--- src/inc/uefc_consts.svh ---
`ifndef UEFC_CONSTS_SVH
`define UEFC_CONSTS_SVH
// Register byte offsets
`define UEFC_OFF_FEATURE_CONTROL_REG    12'h000
`define UEFC_OFF_EFR     12'h004
`define UEFC_OFF_TX_FIFO_LEVEL_COUNT   12'h008
`define UEFC_OFF_TX_FIFO_TRIGGER_LEVEL   12'h00C
`define UEFC_OFF_RX_FIFO_LEVEL_COUNT   12'h010
`define UEFC_OFF_RX_FIFO_TRIGGER_LEVEL   12'h014
`define UEFC_OFF_STOP1   12'h018
`define UEFC_OFF_STOP2   12'h01C
`define UEFC_OFF_RES1    12'h020
`define UEFC_OFF_RES2    12'h024
`define UEFC_OFF_MCR     12'h028
`define UEFC_OFF_MSRW    12'h02C
`define UEFC_OFF_STAT    12'h030
// Reset values
`define UEFC_RST_BYTE    8'h00
`define UEFC_RST_WORD    32'h0000_0000
// Feature control fields
`define UEFC_FEATURE_CONTROL_REG_TBL_HI 7
`define UEFC_FEATURE_CONTROL_REG_TBL_LO 6
`define UEFC_FEATURE_CONTROL_REG_RS485  5
`define UEFC_FEATURE_CONTROL_REG_IRINV  4
`define UEFC_FEATURE_CONTROL_REG_HYS_HI 3
`define UEFC_TBL_D       2'h3
// Enhanced feature fields
`define UEFC_EFR_ACTS    7
`define UEFC_EFR_ARTS    6
`define UEFC_EFR_SPEC    5
`define UEFC_EFR_ENH     4
`define UEFC_EFR_TX_HI   3
`define UEFC_EFR_TX_LO   2
`define UEFC_EFR_RX_HI   1
`define UEFC_FLOW_NONE   2'h0
`define UEFC_FLOW_P2     2'h1
`define UEFC_FLOW_P1     2'h2
`define UEFC_FLOW_BOTH   2'h3
// Modem control fields and write-gated masks
`define UEFC_MCR_DTR     0
`define UEFC_MCR_RTS     1
`define UEFC_MCR_SEL     2
`define UEFC_MCR_ENH     8'hEC
`define UEFC_MSR_ENH     8'hFC
// Hysteresis character counts, code 15 down to 0, one byte each
`define UEFC_HYS_TABLE   128'h241C140C_34302C28_20181008_08060400
// Trigger step used outside table D hysteresis
`define UEFC_NEXT_STEP   9'h004
`endif

--- src/inc/uefc_pkg.sv ---
package uefc_pkg;
  // Transmit flow character sender
  typedef enum logic [1:0] {
    UEFC_IDLE  = 2'b00,
    UEFC_CHAR1 = 2'b01,
    UEFC_CHAR2 = 2'b10
  } uefc_send_t;
endpackage

--- src/uefc_top.sv ---
`timescale 1ns/1ps
`default_nettype none
`include "uefc_consts.svh"

module uefc_top #(
  parameter int FIFO_DEPTH = 64
) (
  input  wire logic        pclk,
  input  wire logic        presetn,
  input  wire logic        ce,
  input  wire logic        psel,
  input  wire logic        penable,
  input  wire logic        pwrite,
  input  wire logic [11:0] paddr,
  input  wire logic [31:0] pwdata,
  output var  logic [31:0] prdata,
  output var  logic        pready,
  output var  logic        pslverr,
  input  wire logic        thr_empty,
  input  wire logic        tsr_empty,
  input  wire logic        tx_load,
  input  wire logic        tx_push,
  input  wire logic        tx_pop,
  input  wire logic        rx_push,
  input  wire logic        rx_pop,
  input  wire logic        rx_valid,
  input  wire logic [7:0]  rx_char,
  input  wire logic        ctrl_ready,
  input  wire logic        cts_n,
  input  wire logic        dsr_n,
  input  wire logic        ir_rx,
  output var  logic        rts_n,
  output var  logic        dtr_n,
  output var  logic        ir_rx_data,
  output var  logic        tx_halt,
  output var  logic        tx_int,
  output var  logic        tx_trig_int,
  output var  logic        rx_trig_int,
  output var  logic        rx_store,
  output var  logic        stop_det,
  output var  logic        special_det,
  output var  logic [7:0]  ctrl_char,
  output var  logic        ctrl_valid
);

  if (FIFO_DEPTH < 1 || FIFO_DEPTH > 255) begin : g_bad_depth
    $error("FIFO_DEPTH must lie in 1..255");
  end

  localparam logic [7:0] DEPTH = 8'(FIFO_DEPTH);

  // Hysteresis count for a code; one packed constant keeps the table in one place
  function automatic logic [7:0] hys_count(input logic [3:0] code);
    logic [127:0] tbl;
    tbl = `UEFC_HYS_TABLE;
    hys_count = tbl[{code, 3'b000} +: 8];
  endfunction

  // Up/down FIFO fill, saturating at both ends
  function automatic logic [7:0] fill_next(input logic [7:0] cnt, input logic up,
                                           input logic dn);
    fill_next = cnt;
    if (up && !dn && cnt < DEPTH) begin
      fill_next = cnt + 8'h01;
    end else if (dn && !up && cnt != 8'h00) begin
      fill_next = cnt - 8'h01;
    end
  endfunction

  // Registers
  logic [7:0]  feature_control_reg_q, efr_q, tx_fifo_level_count_q, tx_fifo_trigger_level_q, rx_fifo_level_count_q, rx_fifo_trigger_level_q;
  logic [7:0]  stop1_q, stop2_q, res1_q, res2_q, mcr_q, msrw_q;
  logic [31:0] prdata_q;
  logic        pready_q, pslverr_q;
  // Synchronisers: stage 1 feeds stage 2 only
  logic [2:0]  pin_s1_q, pin_s2_q;
  // Line-side state
  logic        rts_n_q, dtr_n_q, ir_q, halt_q, tx_int_q, tx_trg_int_q, rx_trg_int_q;
  logic        store_q, stop_det_q, special_q, tx_busy_q, rx_full_q, remote_stop_q;
  logic        stop_seen_q, res_seen_q, sent_stop_q, send_stop_q;
  logic [7:0]  ctrl_char_q;
  logic        ctrl_valid_q;
  uefc_pkg::uefc_send_t send_q, send_d;

  // Bus decode
  wire         setup   = psel && !penable && !pready_q;
  wire         wr_fire = psel && penable && pready_q && pwrite;
  wire         s_feature_control_reg  = paddr == `UEFC_OFF_FEATURE_CONTROL_REG;
  wire         s_efr   = paddr == `UEFC_OFF_EFR;
  wire         s_tx_fifo_level_count = paddr == `UEFC_OFF_TX_FIFO_LEVEL_COUNT;
  wire         s_tx_fifo_trigger_level = paddr == `UEFC_OFF_TX_FIFO_TRIGGER_LEVEL;
  wire         s_rx_fifo_level_count = paddr == `UEFC_OFF_RX_FIFO_LEVEL_COUNT;
  wire         s_rx_fifo_trigger_level = paddr == `UEFC_OFF_RX_FIFO_TRIGGER_LEVEL;
  wire         s_stop1 = paddr == `UEFC_OFF_STOP1;
  wire         s_stop2 = paddr == `UEFC_OFF_STOP2;
  wire         s_res1  = paddr == `UEFC_OFF_RES1;
  wire         s_res2  = paddr == `UEFC_OFF_RES2;
  wire         s_mcr   = paddr == `UEFC_OFF_MCR;
  wire         s_msrw  = paddr == `UEFC_OFF_MSRW;
  wire         s_stat  = paddr == `UEFC_OFF_STAT;
  wire         hit     = s_feature_control_reg | s_efr | s_tx_fifo_level_count | s_tx_fifo_trigger_level | s_rx_fifo_level_count | s_rx_fifo_trigger_level |
                         s_stop1 | s_stop2 | s_res1 | s_res2 | s_mcr | s_msrw | s_stat;
  // Counters are read-only; a write there is an error too
  wire         bad     = !hit || (pwrite && (s_tx_fifo_level_count || s_rx_fifo_level_count || s_stat));
  wire [7:0]   wbyte   = pwdata[7:0];
  wire         enh_wr  = efr_q[`UEFC_EFR_ENH];

  // Write-only registers read as zero
  wire [7:0]   stat_v  = {5'h00, remote_stop_q, rx_full_q, tx_busy_q};
  wire [7:0]   rd_byte = s_feature_control_reg  ? feature_control_reg_q  :
                         s_efr   ? efr_q   :
                         s_tx_fifo_level_count ? tx_fifo_level_count_q :
                         s_rx_fifo_level_count ? rx_fifo_level_count_q :
                         s_mcr   ? mcr_q   :
                         s_stat  ? stat_v  : `UEFC_RST_BYTE;

  // Gated merge: masked bits keep their old value unless enabled
  wire [7:0]   mcr_d   = enh_wr ? wbyte :
                         ((mcr_q & `UEFC_MCR_ENH) | (wbyte & ~`UEFC_MCR_ENH));
  wire [7:0]   msrw_d  = enh_wr ? wbyte :
                         ((msrw_q & `UEFC_MSR_ENH) | (wbyte & ~`UEFC_MSR_ENH));

  // Mode fields
  wire [1:0]   tx_mode = efr_q[`UEFC_EFR_TX_HI:`UEFC_EFR_TX_LO];
  wire [1:0]   rx_mode = efr_q[`UEFC_EFR_RX_HI:0];
  wire         sel_dtr = mcr_q[`UEFC_MCR_SEL];
  wire         rs485   = feature_control_reg_q[`UEFC_FEATURE_CONTROL_REG_RS485];
  wire         tbl_d   = feature_control_reg_q[`UEFC_FEATURE_CONTROL_REG_TBL_HI:`UEFC_FEATURE_CONTROL_REG_TBL_LO] == `UEFC_TBL_D;
  wire [3:0]   hys_cd  = feature_control_reg_q[`UEFC_FEATURE_CONTROL_REG_HYS_HI:0];

  // Hardware flow thresholds around the receive trigger
  wire         use_hys = tbl_d && hys_cd != 4'h0;
  wire [8:0]   step    = use_hys ? {1'b0, hys_count(hys_cd)} : `UEFC_NEXT_STEP;
  wire [8:0]   up_raw  = {1'b0, rx_fifo_trigger_level_q} + step;
  wire [8:0]   upper   = (up_raw > {1'b0, DEPTH}) ? {1'b0, DEPTH} : up_raw;
  wire [8:0]   lower   = ({1'b0, rx_fifo_trigger_level_q} > step) ? ({1'b0, rx_fifo_trigger_level_q} - step) : 9'h000;
  wire         at_up   = {1'b0, rx_fifo_level_count_q} >= upper;
  wire         below   = {1'b0, rx_fifo_level_count_q} < lower;

  // Synchronised pins
  wire         cts_s   = pin_s2_q[0];
  wire         dsr_s   = pin_s2_q[1];
  wire         ir_s    = pin_s2_q[2];

  // Receive character compare; sequence mode needs char 1 then char 2
  wire         seq     = rx_mode == `UEFC_FLOW_BOTH &&
                         (tx_mode == `UEFC_FLOW_BOTH || tx_mode == `UEFC_FLOW_NONE);
  wire         m_s1    = rx_char == stop1_q;
  wire         m_s2    = rx_char == stop2_q;
  wire         m_r1    = rx_char == res1_q;
  wire         m_r2    = rx_char == res2_q;
  wire         stop_hit = rx_valid && (seq ? (stop_seen_q && m_s2) :
                          (rx_mode[1] && m_s1) || (rx_mode[0] && m_s2));
  wire         res_hit  = rx_valid && (seq ? (res_seen_q && m_r2) :
                          (rx_mode[1] && m_r1) || (rx_mode[0] && m_r2));
  wire         spec_hit = rx_valid && efr_q[`UEFC_EFR_SPEC] && m_s2;
  // Flow characters are consumed; others, special ones included, go to the FIFO
  wire         store_d  = rx_valid && !stop_hit && !res_hit;

  // Selected handshake outputs; holds because the software bit gates the pin low
  wire         auto_rx  = efr_q[`UEFC_EFR_ARTS];
  wire         rts_sw_n = !mcr_q[`UEFC_MCR_RTS];
  wire         dtr_sw_n = !mcr_q[`UEFC_MCR_DTR];
  wire         tx_busy_d = tx_load ? 1'b1 : ((tsr_empty && thr_empty) ? 1'b0 : tx_busy_q);
  wire         rts_n_d  = rs485 ? tx_busy_d :
                          (auto_rx && !sel_dtr) ? (rts_sw_n || rx_full_q) :
                          rts_sw_n;
  wire         dtr_n_d  = (auto_rx && sel_dtr) ? (dtr_sw_n || rx_full_q) : dtr_sw_n;
  wire         halt_d   = (efr_q[`UEFC_EFR_ACTS] && (sel_dtr ? dsr_s : cts_s)) ||
                          remote_stop_q;
  wire         rx_full_d = at_up ? 1'b1 : (below ? 1'b0 : rx_full_q);

  // Sender: local fill state decides stop or resume
  wire         need_stop = tx_mode != `UEFC_FLOW_NONE && rx_full_q && !sent_stop_q;
  wire         need_res  = tx_mode != `UEFC_FLOW_NONE && !rx_full_q && sent_stop_q;
  wire         take      = ctrl_valid_q && ctrl_ready;
  wire [7:0]   char_p1   = send_stop_q ? stop1_q : res1_q;
  wire [7:0]   char_p2   = send_stop_q ? stop2_q : res2_q;

  always_comb begin
    send_d = send_q;
    case (send_q)
      uefc_pkg::UEFC_IDLE: begin
        if (need_stop || need_res) begin
          send_d = uefc_pkg::UEFC_CHAR1;
        end
      end
      uefc_pkg::UEFC_CHAR1: begin
        if (take) begin
          send_d = (tx_mode == `UEFC_FLOW_BOTH) ? uefc_pkg::UEFC_CHAR2 :
                                                   uefc_pkg::UEFC_IDLE;
        end
      end
      uefc_pkg::UEFC_CHAR2: begin
        if (take) begin
          send_d = uefc_pkg::UEFC_IDLE;
        end
      end
      default: send_d = uefc_pkg::UEFC_IDLE;
    endcase
  end

  // APB slave: one wait-free access phase, answer registered at the setup edge
  always_ff @(posedge pclk or negedge presetn) begin
    if (!presetn) begin
      pready_q  <= 1'b0;
      prdata_q  <= `UEFC_RST_WORD;
      pslverr_q <= 1'b0;
    end else if (ce) begin
      pready_q  <= setup;
      pslverr_q <= setup && bad;
      if (setup) begin
        prdata_q <= {24'h000000, pwrite ? `UEFC_RST_BYTE : rd_byte};
      end
    end
  end

  // Software-written registers; a write lands only at the completing edge
  always_ff @(posedge pclk or negedge presetn) begin
    if (!presetn) begin
      feature_control_reg_q  <= `UEFC_RST_BYTE;
      efr_q   <= `UEFC_RST_BYTE;
      tx_fifo_trigger_level_q <= `UEFC_RST_BYTE;
      rx_fifo_trigger_level_q <= `UEFC_RST_BYTE;
      stop1_q <= `UEFC_RST_BYTE;
      stop2_q <= `UEFC_RST_BYTE;
      res1_q  <= `UEFC_RST_BYTE;
      res2_q  <= `UEFC_RST_BYTE;
      mcr_q   <= `UEFC_RST_BYTE;
      msrw_q  <= `UEFC_RST_BYTE;
    end else if (ce && wr_fire) begin
      if (s_feature_control_reg)  feature_control_reg_q  <= wbyte;
      if (s_efr)   efr_q   <= wbyte;
      if (s_tx_fifo_trigger_level) tx_fifo_trigger_level_q <= wbyte;
      if (s_rx_fifo_trigger_level) rx_fifo_trigger_level_q <= wbyte;
      if (s_stop1) stop1_q <= wbyte;
      if (s_stop2) stop2_q <= wbyte;
      if (s_res1)  res1_q  <= wbyte;
      if (s_res2)  res2_q  <= wbyte;
      if (s_mcr)   mcr_q   <= mcr_d;
      if (s_msrw)  msrw_q  <= msrw_d;
    end
  end

  // Fill counters
  always_ff @(posedge pclk or negedge presetn) begin
    if (!presetn) begin
      tx_fifo_level_count_q <= `UEFC_RST_BYTE;
      rx_fifo_level_count_q <= `UEFC_RST_BYTE;
    end else if (ce) begin
      tx_fifo_level_count_q <= fill_next(tx_fifo_level_count_q, tx_push, tx_pop);
      rx_fifo_level_count_q <= fill_next(rx_fifo_level_count_q, rx_push, rx_pop);
    end
  end

  // Pin synchronisers, two stages
  always_ff @(posedge pclk or negedge presetn) begin
    if (!presetn) begin
      pin_s1_q <= 3'h3;
      pin_s2_q <= 3'h3;
    end else if (ce) begin
      pin_s1_q <= {ir_rx, dsr_n, cts_n};
      pin_s2_q <= pin_s1_q;
    end
  end

  // Pins, interrupts and direction state
  always_ff @(posedge pclk or negedge presetn) begin
    if (!presetn) begin
      rts_n_q      <= 1'b1;
      dtr_n_q      <= 1'b1;
      ir_q         <= 1'b0;
      halt_q       <= 1'b0;
      tx_int_q     <= 1'b0;
      tx_trg_int_q <= 1'b0;
      rx_trg_int_q <= 1'b0;
      tx_busy_q    <= 1'b0;
      rx_full_q    <= 1'b0;
    end else if (ce) begin
      rts_n_q      <= rts_n_d;
      dtr_n_q      <= dtr_n_d;
      ir_q         <= feature_control_reg_q[`UEFC_FEATURE_CONTROL_REG_IRINV] ? !ir_s : ir_s;
      halt_q       <= halt_d;
      tx_int_q     <= rs485 ? tsr_empty : thr_empty;
      tx_trg_int_q <= tx_fifo_level_count_q < tx_fifo_trigger_level_q;
      rx_trg_int_q <= rx_fifo_level_count_q >= rx_fifo_trigger_level_q;
      tx_busy_q    <= tx_busy_d;
      rx_full_q    <= rx_full_d;
    end
  end

  // Receive side character handling
  always_ff @(posedge pclk or negedge presetn) begin
    if (!presetn) begin
      store_q       <= 1'b0;
      stop_det_q    <= 1'b0;
      special_q     <= 1'b0;
      stop_seen_q   <= 1'b0;
      res_seen_q    <= 1'b0;
      remote_stop_q <= 1'b0;
    end else if (ce) begin
      store_q    <= store_d;
      stop_det_q <= stop_hit;
      special_q  <= spec_hit;
      if (rx_valid) begin
        stop_seen_q <= seq && m_s1;
        res_seen_q  <= seq && m_r1;
      end
      // Disabling receive flow releases a held transmitter
      if (rx_mode == `UEFC_FLOW_NONE) begin
        remote_stop_q <= 1'b0;
      end else if (stop_hit) begin
        remote_stop_q <= 1'b1;
      end else if (res_hit) begin
        remote_stop_q <= 1'b0;
      end
    end
  end

  // Transmit flow character sender
  always_ff @(posedge pclk or negedge presetn) begin
    if (!presetn) begin
      send_q       <= uefc_pkg::UEFC_IDLE;
      send_stop_q  <= 1'b0;
      sent_stop_q  <= 1'b0;
      ctrl_char_q  <= `UEFC_RST_BYTE;
      ctrl_valid_q <= 1'b0;
    end else if (ce) begin
      send_q <= send_d;
      if (send_q == uefc_pkg::UEFC_IDLE && send_d == uefc_pkg::UEFC_CHAR1) begin
        send_stop_q  <= need_stop;
        sent_stop_q  <= need_stop;
        ctrl_char_q  <= (need_stop ? (tx_mode == `UEFC_FLOW_P2 ? stop2_q : stop1_q) :
                                     (tx_mode == `UEFC_FLOW_P2 ? res2_q : res1_q));
        ctrl_valid_q <= 1'b1;
      end else if (take && send_d == uefc_pkg::UEFC_CHAR2) begin
        ctrl_char_q  <= char_p2;
      end else if (take) begin
        ctrl_valid_q <= 1'b0;
        ctrl_char_q  <= char_p1;
      end
      if (tx_mode == `UEFC_FLOW_NONE && send_q == uefc_pkg::UEFC_IDLE) begin
        sent_stop_q <= 1'b0;
      end
    end
  end

  assign prdata      = prdata_q;
  assign pready      = pready_q;
  assign pslverr     = pslverr_q;
  assign rts_n       = rts_n_q;
  assign dtr_n       = dtr_n_q;
  assign ir_rx_data  = ir_q;
  assign tx_halt     = halt_q;
  assign tx_int      = tx_int_q;
  assign tx_trig_int = tx_trg_int_q;
  assign rx_trig_int = rx_trg_int_q;
  assign rx_store    = store_q;
  assign stop_det    = stop_det_q;
  assign special_det = special_q;
  assign ctrl_char   = ctrl_char_q;
  assign ctrl_valid  = ctrl_valid_q;
endmodule // uefc_top
`default_nettype wire
--- config.mk ---
export PLATFORM = sky130hd
export DESIGN_NAME = uefc_top
export DESIGN_NICKNAME = d
export VERILOG_FILES = /design/src/inc/uefc_pkg.sv /design/src/uefc_top.sv
export VERILOG_INCLUDE_DIRS = /design/src /design/src/inc
export SDC_FILE = /design/constraint.sdc
export NUM_CORES = 1
export LEC_CHECK = 0
export ABC_CLOCK_PERIOD_IN_PS = 7350
export BUFFER_PORTS_ARGS = -buffer_cell sky130_fd_sc_hd__buf_2
export CAP_MARGIN = 20
export CORE_MARGIN = 5
export CORE_UTILIZATION = 45
export CTS_BUF_LIST = sky130_fd_sc_hd__clkbuf_4
export DETAILED_ROUTE_END_ITERATION = 10
export MAX_ROUTING_LAYER = met4
export PLACE_DENSITY = 0.65
export SLEW_MARGIN = 40
export SYNTH_ARGS = -nofsm -noshare
export SYNTH_HDL_FRONTEND = slang
export SYNTH_SLANG_ARGS = --single-unit
--- constraint.sdc ---
create_clock -name pclk -period 7.35 [get_ports pclk]
set_clock_uncertainty 0.1 [all_clocks]
set_input_delay 1.8375 -clock pclk [delete_from_list [all_inputs] [get_ports pclk]]
set_output_delay 1.8375 -clock pclk [all_outputs]
set_load 0.03 [all_outputs]
# After elaboration in Yosys (flattened, before gate mapping)
# Cells that the tools add are included.
# word_totals
romBits,0
memories,0
latchBits,0
ff_bits,132
ram_bits,0
elab_cells,240
# op_classes
n_addsub,6
n_shift,1
div,0
mul,0
muxes,48
reduce_logical,103
n_bitwise,13
magnitude_cmp,8
n_eq_ne,25
# ops
op,n
$mux 8,20
$shiftx 128x8->8 const A,1
$eq 12x6->1 const B,5
$eq 12x5->1 const B,4
$logic_and 1x1->1,44
$reduce_and 2->1,18
$eq 8x8->1,4
$eq 12x4->1 const B,2
$mux 1,20
$mux 9,2
$add 8x1->8 const B,2
$lt 8x7->1 const B,2
$reduce_bool 8->1,2
$sub 8x1->8 const B,2
$logic_not 1->1,15
$eq 12x3->1 const B,1
$logic_not 12->1,1
$or 1x1->1,12
$reduce_bool 2->1,6
$eq 2x2->1 const B,5
$logic_or 1x1->1,10
$add 8x8->9,1
$ge 8x9->1,1
$gt 9x7->1 const B,1
15 further kinds,23

# Depth between registers and ports, before layout
# Gate-level depths: netlist of run 1.
# logic_depth
ltp_word,16
ltp_mapped,19
depth_no_buf,19

# Worst setup path after synthesis of run 1
# Ideal clock, no wire load.
# synth_path
path_kind,input -> register
startpoint,in rx_pop
endpoint,reg rx_fifo_level_count_q[7]
cell_stages,9
setup_ns,0.080
setup_slack_ns,3.351
t_arrival_ns,3.819
n_path_buf,0
path_cell_list,nor4b_1 > inv_1 > ha_1 > a21o_1 > a21o_1 > a211oi_2 > o21bai_1 > a211oi_1 > xnor2_1
# synth_via
elab_chain_cells,5
# synth_lines
item,line,source
from (decl),uefc_top.sv:25,"input wire logic rx_pop,"
$logic_not 1->1,uefc_top.sv:63,if (up && !dn && cnt < DEPTH) begin
$logic_and 1x1->1 (2 in a row),uefc_top.sv:63,
$reduce_bool 2->1 (no line),n/a,
$reduce_and 2->1 (no line),n/a,
to (signal assigned),uefc_top.sv:249,rx_fifo_level_count_q <= `UEFC_RST_BYTE;
to (signal assigned),uefc_top.sv:252,"rx_fifo_level_count_q <= fill_next(rx_fifo_level_count_q, rx_push, rx_pop);"
to (decl),uefc_top.sv:71,"logic [7:0] feature_control_reg_q, efr_q, tx_fifo_level_count_q, tx_fifo_trigger_level_q, rx_fifo_level_count_ ..."
# Several ways; a longest one is shown, not always the timed one.
# A chain may end at the register's enable or synchronous reset.

# Worst setup path after layout of run 1
# layout_path
startpoint,reg feature_control_reg_q[0]
endpoint,reg rx_full_q
# layout_via
elab_chain_cells,9
# layout_lines
item,line,source
from (decl),uefc_top.sv:71,
from (signal assigned),uefc_top.sv:221,feature_control_reg_q <= `UEFC_RST_BYTE;
from (signal assigned),uefc_top.sv:232,if (s_feature_control_reg) feature_control_reg_q <= wbyte;
"parallel branches: the longest is 2 deep, another holds $shiftx 128x8->8",n/a,
$mux 8 (no line) *,n/a,
$add 8x8->9,uefc_top.sv:134,"wire [8:0] up_raw = {1'b0, rx_fifo_trigger_level_q} + step;"
$gt 9x7->1,uefc_top.sv:135,"wire [8:0] upper = (up_raw > {1'b0, DEPTH}) ? {1'b0, DEPTH} : up_raw;"
$mux 9,uefc_top.sv:135,
$ge 8x9->1,uefc_top.sv:137,"wire at_up = {1'b0, rx_fifo_level_count_q} >= upper;"
$reduce_bool 2->1 (no line),n/a,
$reduce_and 2->1 (no line),n/a,
to (signal assigned),uefc_top.sv:288,rx_full_q <= rx_full_d;
to (decl),uefc_top.sv:79,"logic store_q, stop_det_q, special_q, tx_busy_q, rx_full_q, remote_stop_q;"
# Mark *: on every way between the ends.

==> results.json, run 1 <==
{
  "period_share_pct": 59.7,
  "htree_levels": 4,
  "fill_cells": 1791,
  "crit_path_start_kind": "register",
  "dp_hpwl_mm": 15.3,
  "area_delta_synth_final_pct": 9.04,
  "rsz0062_at_grt": "false",
  "tns_ns": 0,
  "cp.required_ns": 7.66,
  "firstDrtPassIters": 4,
  "cts_resized": 0,
  "tightest_slew_ns": 0.741,
  "cp_max_fo": 7,
  "core_um2": 19300,
  "die-height_um": 149,
  "path_cells": "inv_1, ha_1, a21oi_1, nand3_1, ha_1, o21ba_2, o21a_1, o41ai_1, o21ai_1, nand2_1, ha_1, a21oi_1, o21ai_0, a2111oi_0, nand3_1, a21boi_0, o22ai_1",
  "status": "finished, final reports clean",
  "synth_edf_count": 0,
  "cts_root_buf": "clkbuf_4",
  "ant_nets": 0,
  "clock_latency_ns": 0.56,
  "crit_path_frequent_cell": "ha_1",
  "path_clk_slew_ns": 0.12,
  "ys_types": 78,
  "holdBufCountCts": 0,
  "grt_pass1_wl_mm": 33.8,
  "path_delay_family": "compound AO/OA/AOI/OAI gates",
  "slowest_delay_ns": 0.52,
  "critPathCaptureType": "register",
  "netlist.area_leader.share_pct": 36.0,
  "grt_pass1_vias": 6250,
  "synth_top_family_by_area": "multiplexers",
  "die-area_um2": 22300,
  "synth-compound-area-share_pct": 13.3,
  "hold_path_class": "reg -> reg",
  "cts_tree": "yes",
  "final_cell_mix": "dfrtp_1, mux2_2, buf_2",
  "rows": 51,
  "drtIter0Drc": 313,
  "syn_area_um2": 8750,
  "slew_headroom_pct": 50.6,
  "hold_viol": 0,
  "synthMuxAreaShare_pct": 16.0,
  "grt_util_all_layers_pct": 20.1,
  "drive_gt1_share_pct": 26.3,
  "synth_xor_area_share_pct": 5.31,
  "synth-async-reset-ratio_pct": 100,
  "post-route-util_pct": 49.3,
  "synth_area_per_cell_um2": 10.6,
  "setup_violations": 0,
  "fin_nets": 1029,
  "antenna_found_initial": 1,
  "cts_buffers": 17,
  "synthAdderAreaFrac_pct": 9.12,
  "drcViolationCount": 0,
  "cts_buffer_depth": 2,
  "whs_ns": 0.383,
  "cts_num_sinks": 132,
  "ys_warn_count": 0,
  "post_drt_wl_per_cell_um": 18.0,
  "overflow": 0,
  "r2r_slack_ns": 2.96,
  "final_common_cell": "dfrtp_1",
  "leakage_nw": 4.30,
  "cp_slowest_cell": "a2111oi_0",
  "ys_seq_area_share_pct": 37.8,
  "viasPerCell": 5.51,
  "ios": 123,
  "power_density_nw_per_um2": 212,
  "yosys-top-cells-area": "dfrtp_1, mux2_2, ha_1",
  "cp_data_arrival_time_ns": 4.70,
  "vias": 6481,
  "grt_max_degree": 77,
  "port_buffers": 74,
  "drt-total-wl_mm": 21.2,
  "synthCells": 829,
  "synth_simple_gate_area_share_pct": 12.9,
  "synth_seq_cells": 132,
  "final.min_clock_period_ns": 4.39,
  "maxCapViolations": 0,
  "cts_setup_buffers": 0,
  "peakVddDrop_mv": 0.183,
  "initial_core_util_pct": 45.3,
  "die_w_um": 149,
  "crit_buf_inv": 1,
  "place_congestion": 0.879,
  "drv_slew": 0,
  "critPathKind": "reg -> reg",
  "yosysTopAreaCell": "dfrtp_1",
  "synthFlopType": "dfrtp_1",
  "max_freq_ghz": 0.228
}
## stage by stage
step	setup slack, ns	cells	power, mW	area (um2)
final	2.96	1176	2.02	9540
after global routing	2.43	1176	2.16	9540
after CTS	2.92	1175	2.04	9540
after detailed placement	2.93	1143	1.55	9270
after global placement	2.95	1143	1.54	9270
after floorplan	3.35	852	1.37	8840
## kinds of logic after synthesis
family,after synthesis
DFF,132
buffers and inverters,95
AOI/OAI and AO/OA,176
xor gates and xnor gates,53
and+or+nand+nor,201
other,2
adders and majority gates,62
muxes,108
## worst reg2reg max path, delay by kind of cell (launching register included)
| family | cells | cell delay, ns |
|---|---|---|
| compound gates | 10 | 2.26 |
| flops | 1 | 0.46 |
| buf+inv | 1 | 0.09 |
| simple gates | 3 | 0.46 |
| fa+ha+maj | 3 | 0.88 |
## layout make-up
cell class	instances	area [um2]	area share (%)
tap	265	332	3.48
inverter	42	158	1.65
multi-input combinational	625	5060	53.0
clock buffer	20	150	1.57
clock inverter	12	116	1.22
antenna	1	2.50	0.0262
sequential	132	3310	34.7
timing repair buffer	79	414	4.34
## registers in the layout, summed over array words and instances, names as in the netlist, 2 cells and up
name and count:
stop1_q 8, rx_fifo_level_count_q 8, pin_s1_q 3, send_q 2, tx_fifo_trigger_level_q 8, feature_control_reg_q 8
mcr_q 8, ctrl_char 8, pin_s2_q 3, efr_q 8, stop2_q 8, tx_fifo_level_count_q 8
res2_q 8, rx_fifo_trigger_level_q 8, prdata 8, res1_q 8
## cells in the mapped netlist, types with 4 or more instances
library cell  number
nand4_1            9
xnor2_1           38
buf_4             28
buf_1              4
o41ai_1           12
inv_1             41
nor4_1             8
nand2_1           66
mux2_2            80
mux4_1             4
a2111oi_0          4
a221o_1            4
nor2_1            38
clkbuf_1          13
buf_2              7
o21bai_1           7
mux4_2            12
xor2_1            15
a21oi_1           41
nand3_1           10
nand2b_1          16
nor2b_1            4
ha_1              59
nor3_1            11
mux2i_1           10
o21ai_0           46
a21o_1            15
o21a_1             7
nor2_4             7
dfrtp_1          126
dfstp_2            6
## path summary, 6_finish.rpt
| kind | cells after the start | startpoint | end |
|---|---|---|---|
| max | 17 | feature_control_reg_q[0] | rx_full_q |
| min | 2 | ctrl_char[1] | ctrl_char[1] |
| max reg2reg | 17 | feature_control_reg_q[0] | rx_full_q |
| min reg2reg | 2 | ctrl_char[1] | ctrl_char[1] |
| max in group asynchronous | 2 | presetn | tx_halt |
| min in group asynchronous | 1 | presetn | rx_fifo_level_count_q[7] |
## power by group
part | internal (mW) | switching (mW)
clock | 0.207 | 0.276
sequential | 0.785 | 0.126
combinational | 0.289 | 0.337
## per-layer routing
metal	share of wire, %	GRT usage (%)	vias to the layer above	wire length [um]
met5	0	-	-	0
met4	1.4	5.31	0	297
met1	47	26.9	3222	9860
met3	4.4	3.73	25	933
met2	48	31.7	143	10100
li1	-	-	3091	-
No activity file was read; power rests on OpenSTA's default activity.
==> run 2, diff against run 1 <==
--- a/config.mk
+++ b/config.mk
@@ -6,7 +6,7 @@
 export SDC_FILE = /design/constraint.sdc
 export NUM_CORES = 1
 export LEC_CHECK = 0
-export ABC_CLOCK_PERIOD_IN_PS = 7350
+export ABC_CLOCK_PERIOD_IN_PS = 4200
 export BUFFER_PORTS_ARGS = -buffer_cell sky130_fd_sc_hd__buf_2
 export CAP_MARGIN = 20
 export CORE_MARGIN = 5
==> constraint.sdc (replaced) <==
create_clock -name pclk -period 4.2 [get_ports pclk]
set_clock_uncertainty 0.1 [all_clocks]
set_input_delay 1.05 -clock pclk [delete_from_list [all_inputs] [get_ports pclk]]
set_output_delay 1.05 -clock pclk [all_outputs]
set_load 0.03 [all_outputs]
==> results.json, run 2 (synthesis results as in run 1) <==
{
  "power_density_nw_per_um2": 371,
  "final_common_cell": "dfrtp_1",
  "cp_data_arrival_time_ns": 4.31,
  "die_w_um": 149,
  "drcViolationCount": 0,
  "ios": 123,
  "r2r_start": "feature_control_reg_q[0]",
  "fin_nets": 1044,
  "final.min_clock_period_ns": 3.99,
  "hold_viol": 0,
  "place_congestion": 0.890,
  "clock_latency_ns": 0.54,
  "dp_hpwl_mm": 15.6,
  "dp_slack_ns": 0.0420,
  "rows": 51,
  "antenna_found_initial": 1,
  "critPathKind": "reg -> reg",
  "cts_num_sinks": 132,
  "crit_buf_inv": 0,
  "cts_root_buf": "clkbuf_4",
  "overflow": 0,
  "cp_max_fo": 6,
  "core_um2": 19300,
  "final_cell_mix": "dfrtp_1, mux2_2, buf_2",
  "port_buffers": 74,
  "cp_slowest_cell": "or4_4",
  "max_freq_ghz": 0.251,
  "cts_tree": "yes",
  "cts_buffers": 17,
  "seq_power_share_pct": 44.1,
  "drive_gt1_share_pct": 29.3,
  "vias": 6465,
  "place_inst": 1153,
  "tightest_slew_ns": 0.658,
  "drv_slew": 0,
  "post-route-util_pct": 50.5,
  "leakage_nw": 4.38,
  "grt_pass1_vias": 6446,
  "firstDrtPassIters": 5,
  "viasPerCell": 5.43,
  "area_delta_synth_final_pct": 11.6,
  "cts_buffer_depth": 2,
  "placed_area_um2": 9350,
  "path_delay_family": "simple AND/OR/NAND/NOR gates",
  "fin_cells": 1190,
  "maxCapViolations": 0,
  "p_sw_share_pct": 36.2,
  "tns_ns": 0,
  "slew_headroom_pct": 56.0,
  "post_drt_wl_per_cell_um": 18.0,
  "crit_path_frequent_cell": "ha_1",
  "path_cells": "ha_2, mux2_2, o211ai_1, ha_1, nand2b_4, a21oi_4, o21bai_4, or4_4, a22oi_2, and2_1, ha_1, nand2b_1, a21o_1, a21oi_2, o21ai_1, nor4b_1, o22ai_1",
  "cellInternalPower_mw": 2.31,
  "ant_nets": 0,
  "path_clk_slew_ns": 0.12,
  "p_clk_share_pct": 25.1,
  "p_sw_mw": 1.31,
  "crit_path_start_kind": "register",
  "slowest_delay_ns": 0.48,
  "period_share_pct": 95.0,
  "ff2ff_path_depth": 17,
  "reg2reg_to": "rx_full_q",
  "drt-total-wl_mm": 21.4,
  "htree_levels": 4,
  "grt_pass1_wl_mm": 34.4,
  "cp.required_ns": 4.52,
  "peakVddDrop_mv": 0.343,
  "grt_max_degree": 78,
  "r2r_slack_ns": 0.21,
  "postLayoutSetupSlackWorst_ns": 0.209,
  "die-height_um": 149,
  "setup_violations": 0,
  "drtIter0Drc": 339,
  "status": "finished, final reports clean",
  "critPathCaptureType": "register",
  "initial_core_util_pct": 45.3,
  "die-area_um2": 22300,
  "grt_util_all_layers_pct": 20.4,
  "design_area_um2": 9770,
  "combinationalPowerShare_pct": 30.8,
  "hold_path_class": "in -> async"
}
[run 2: changes by cell type in the layout (fill, tap and decap cells not counted), sizes merged]
| cell | before | now |
|---|---|---|
| buf | 79 | 94 |
| clkbuf | 20 | 18 |
| bufinv | 2 | 3 |
| clkinvlp | 4 | 2 |
| inv | 42 | 43 |
| clkinv | 6 | 7 |
[run 2: cell type report]
cell class,instances,area (um2)
Antenna cell,1,2.50
Clock buffer,18,135
Clock inverter,13,160
Fill cell,1824,9570
Inverter,42,158
Multi-Input combinational cell,625,5120
Sequential cell,132,3310
Tap cell,265,332
Timing Repair Buffer,94,547
[run 2: power by group through the flow]
stage | Sequential [mW] | Clock [mW] | Combinational (mW)
2_1_floorplan | 1.55 | 0 | 0.854
3_3_place_gp | 1.62 | 0 | 1.08
3_5_place_dp | 1.62 | 0 | 1.11
4_1_cts | 1.60 | 0.937 | 1.12
5_1_grt | 1.61 | 0.985 | 1.28
6_report | 1.60 | 0.908 | 1.12
[run 2: routing by layer]
metal	GRT usage [%]	share of wire, %	vias up	wire length, um
li1	-	-	3136	-
met3	3.03	4.5	22	959
met2	31.8	47	154	10100
met1	27.8	47	3153	9970
met4	5.90	1.5	0	315
met5	-	0	-	0
[run 2: through the flow]
step / hold slack (ns) / total power, mW
2_1_floorplan: 0.320 / 2.40
3_3_place_gp: 0.355 / 2.70
3_5_place_dp: 0.361 / 2.73
4_1_cts: 0.354 / 3.65
5_1_grt: 0.231 / 3.88
6_report: 0.279 / 3.62
[run 2: what timing repair did]
action                     4_1_cts  5_1_grt
setup endpoints to repair        0        1
gates resized for setup          0       19
hold buffers                     0        0
buffers inserted                 0        4
[run 2: worst max-delay path by stage]
stage / end / startpoint / slack (ns) / cells past startpoint
final: rx_full_q / feature_control_reg_q[0] / 0.21 / 17
after global routing: rx_full_q / feature_control_reg_q[0] / -0.02 / 17
after CTS: rx_full_q / feature_control_reg_q[0] / 0.04 / 18
after detailed placement: rx_full_q / feature_control_reg_q[0] / 0.04 / 18
after global placement: rx_full_q / feature_control_reg_q[0] / 0.12 / 18
after floorplan: rx_full_q / feature_control_reg_q[0] / 0.32 / 18
[run 2: worst reg2reg max path: stages (launching register included)]
cell and delay [ns]:
dfrtp_2 0.45, ha_2 0.19, mux2_2 0.26, o211ai_1 0.24
ha_1 0.32, nand2b_4 0.17, a21oi_4 0.17, o21bai_4 0.08
or4_4 0.48, a22oi_2 0.17, and2_1 0.14, ha_1 0.21
nand2b_1 0.14, a21o_1 0.19, a21oi_2 0.13, o21ai_1 0.08
nor4b_1 0.27, o22ai_1 0.11
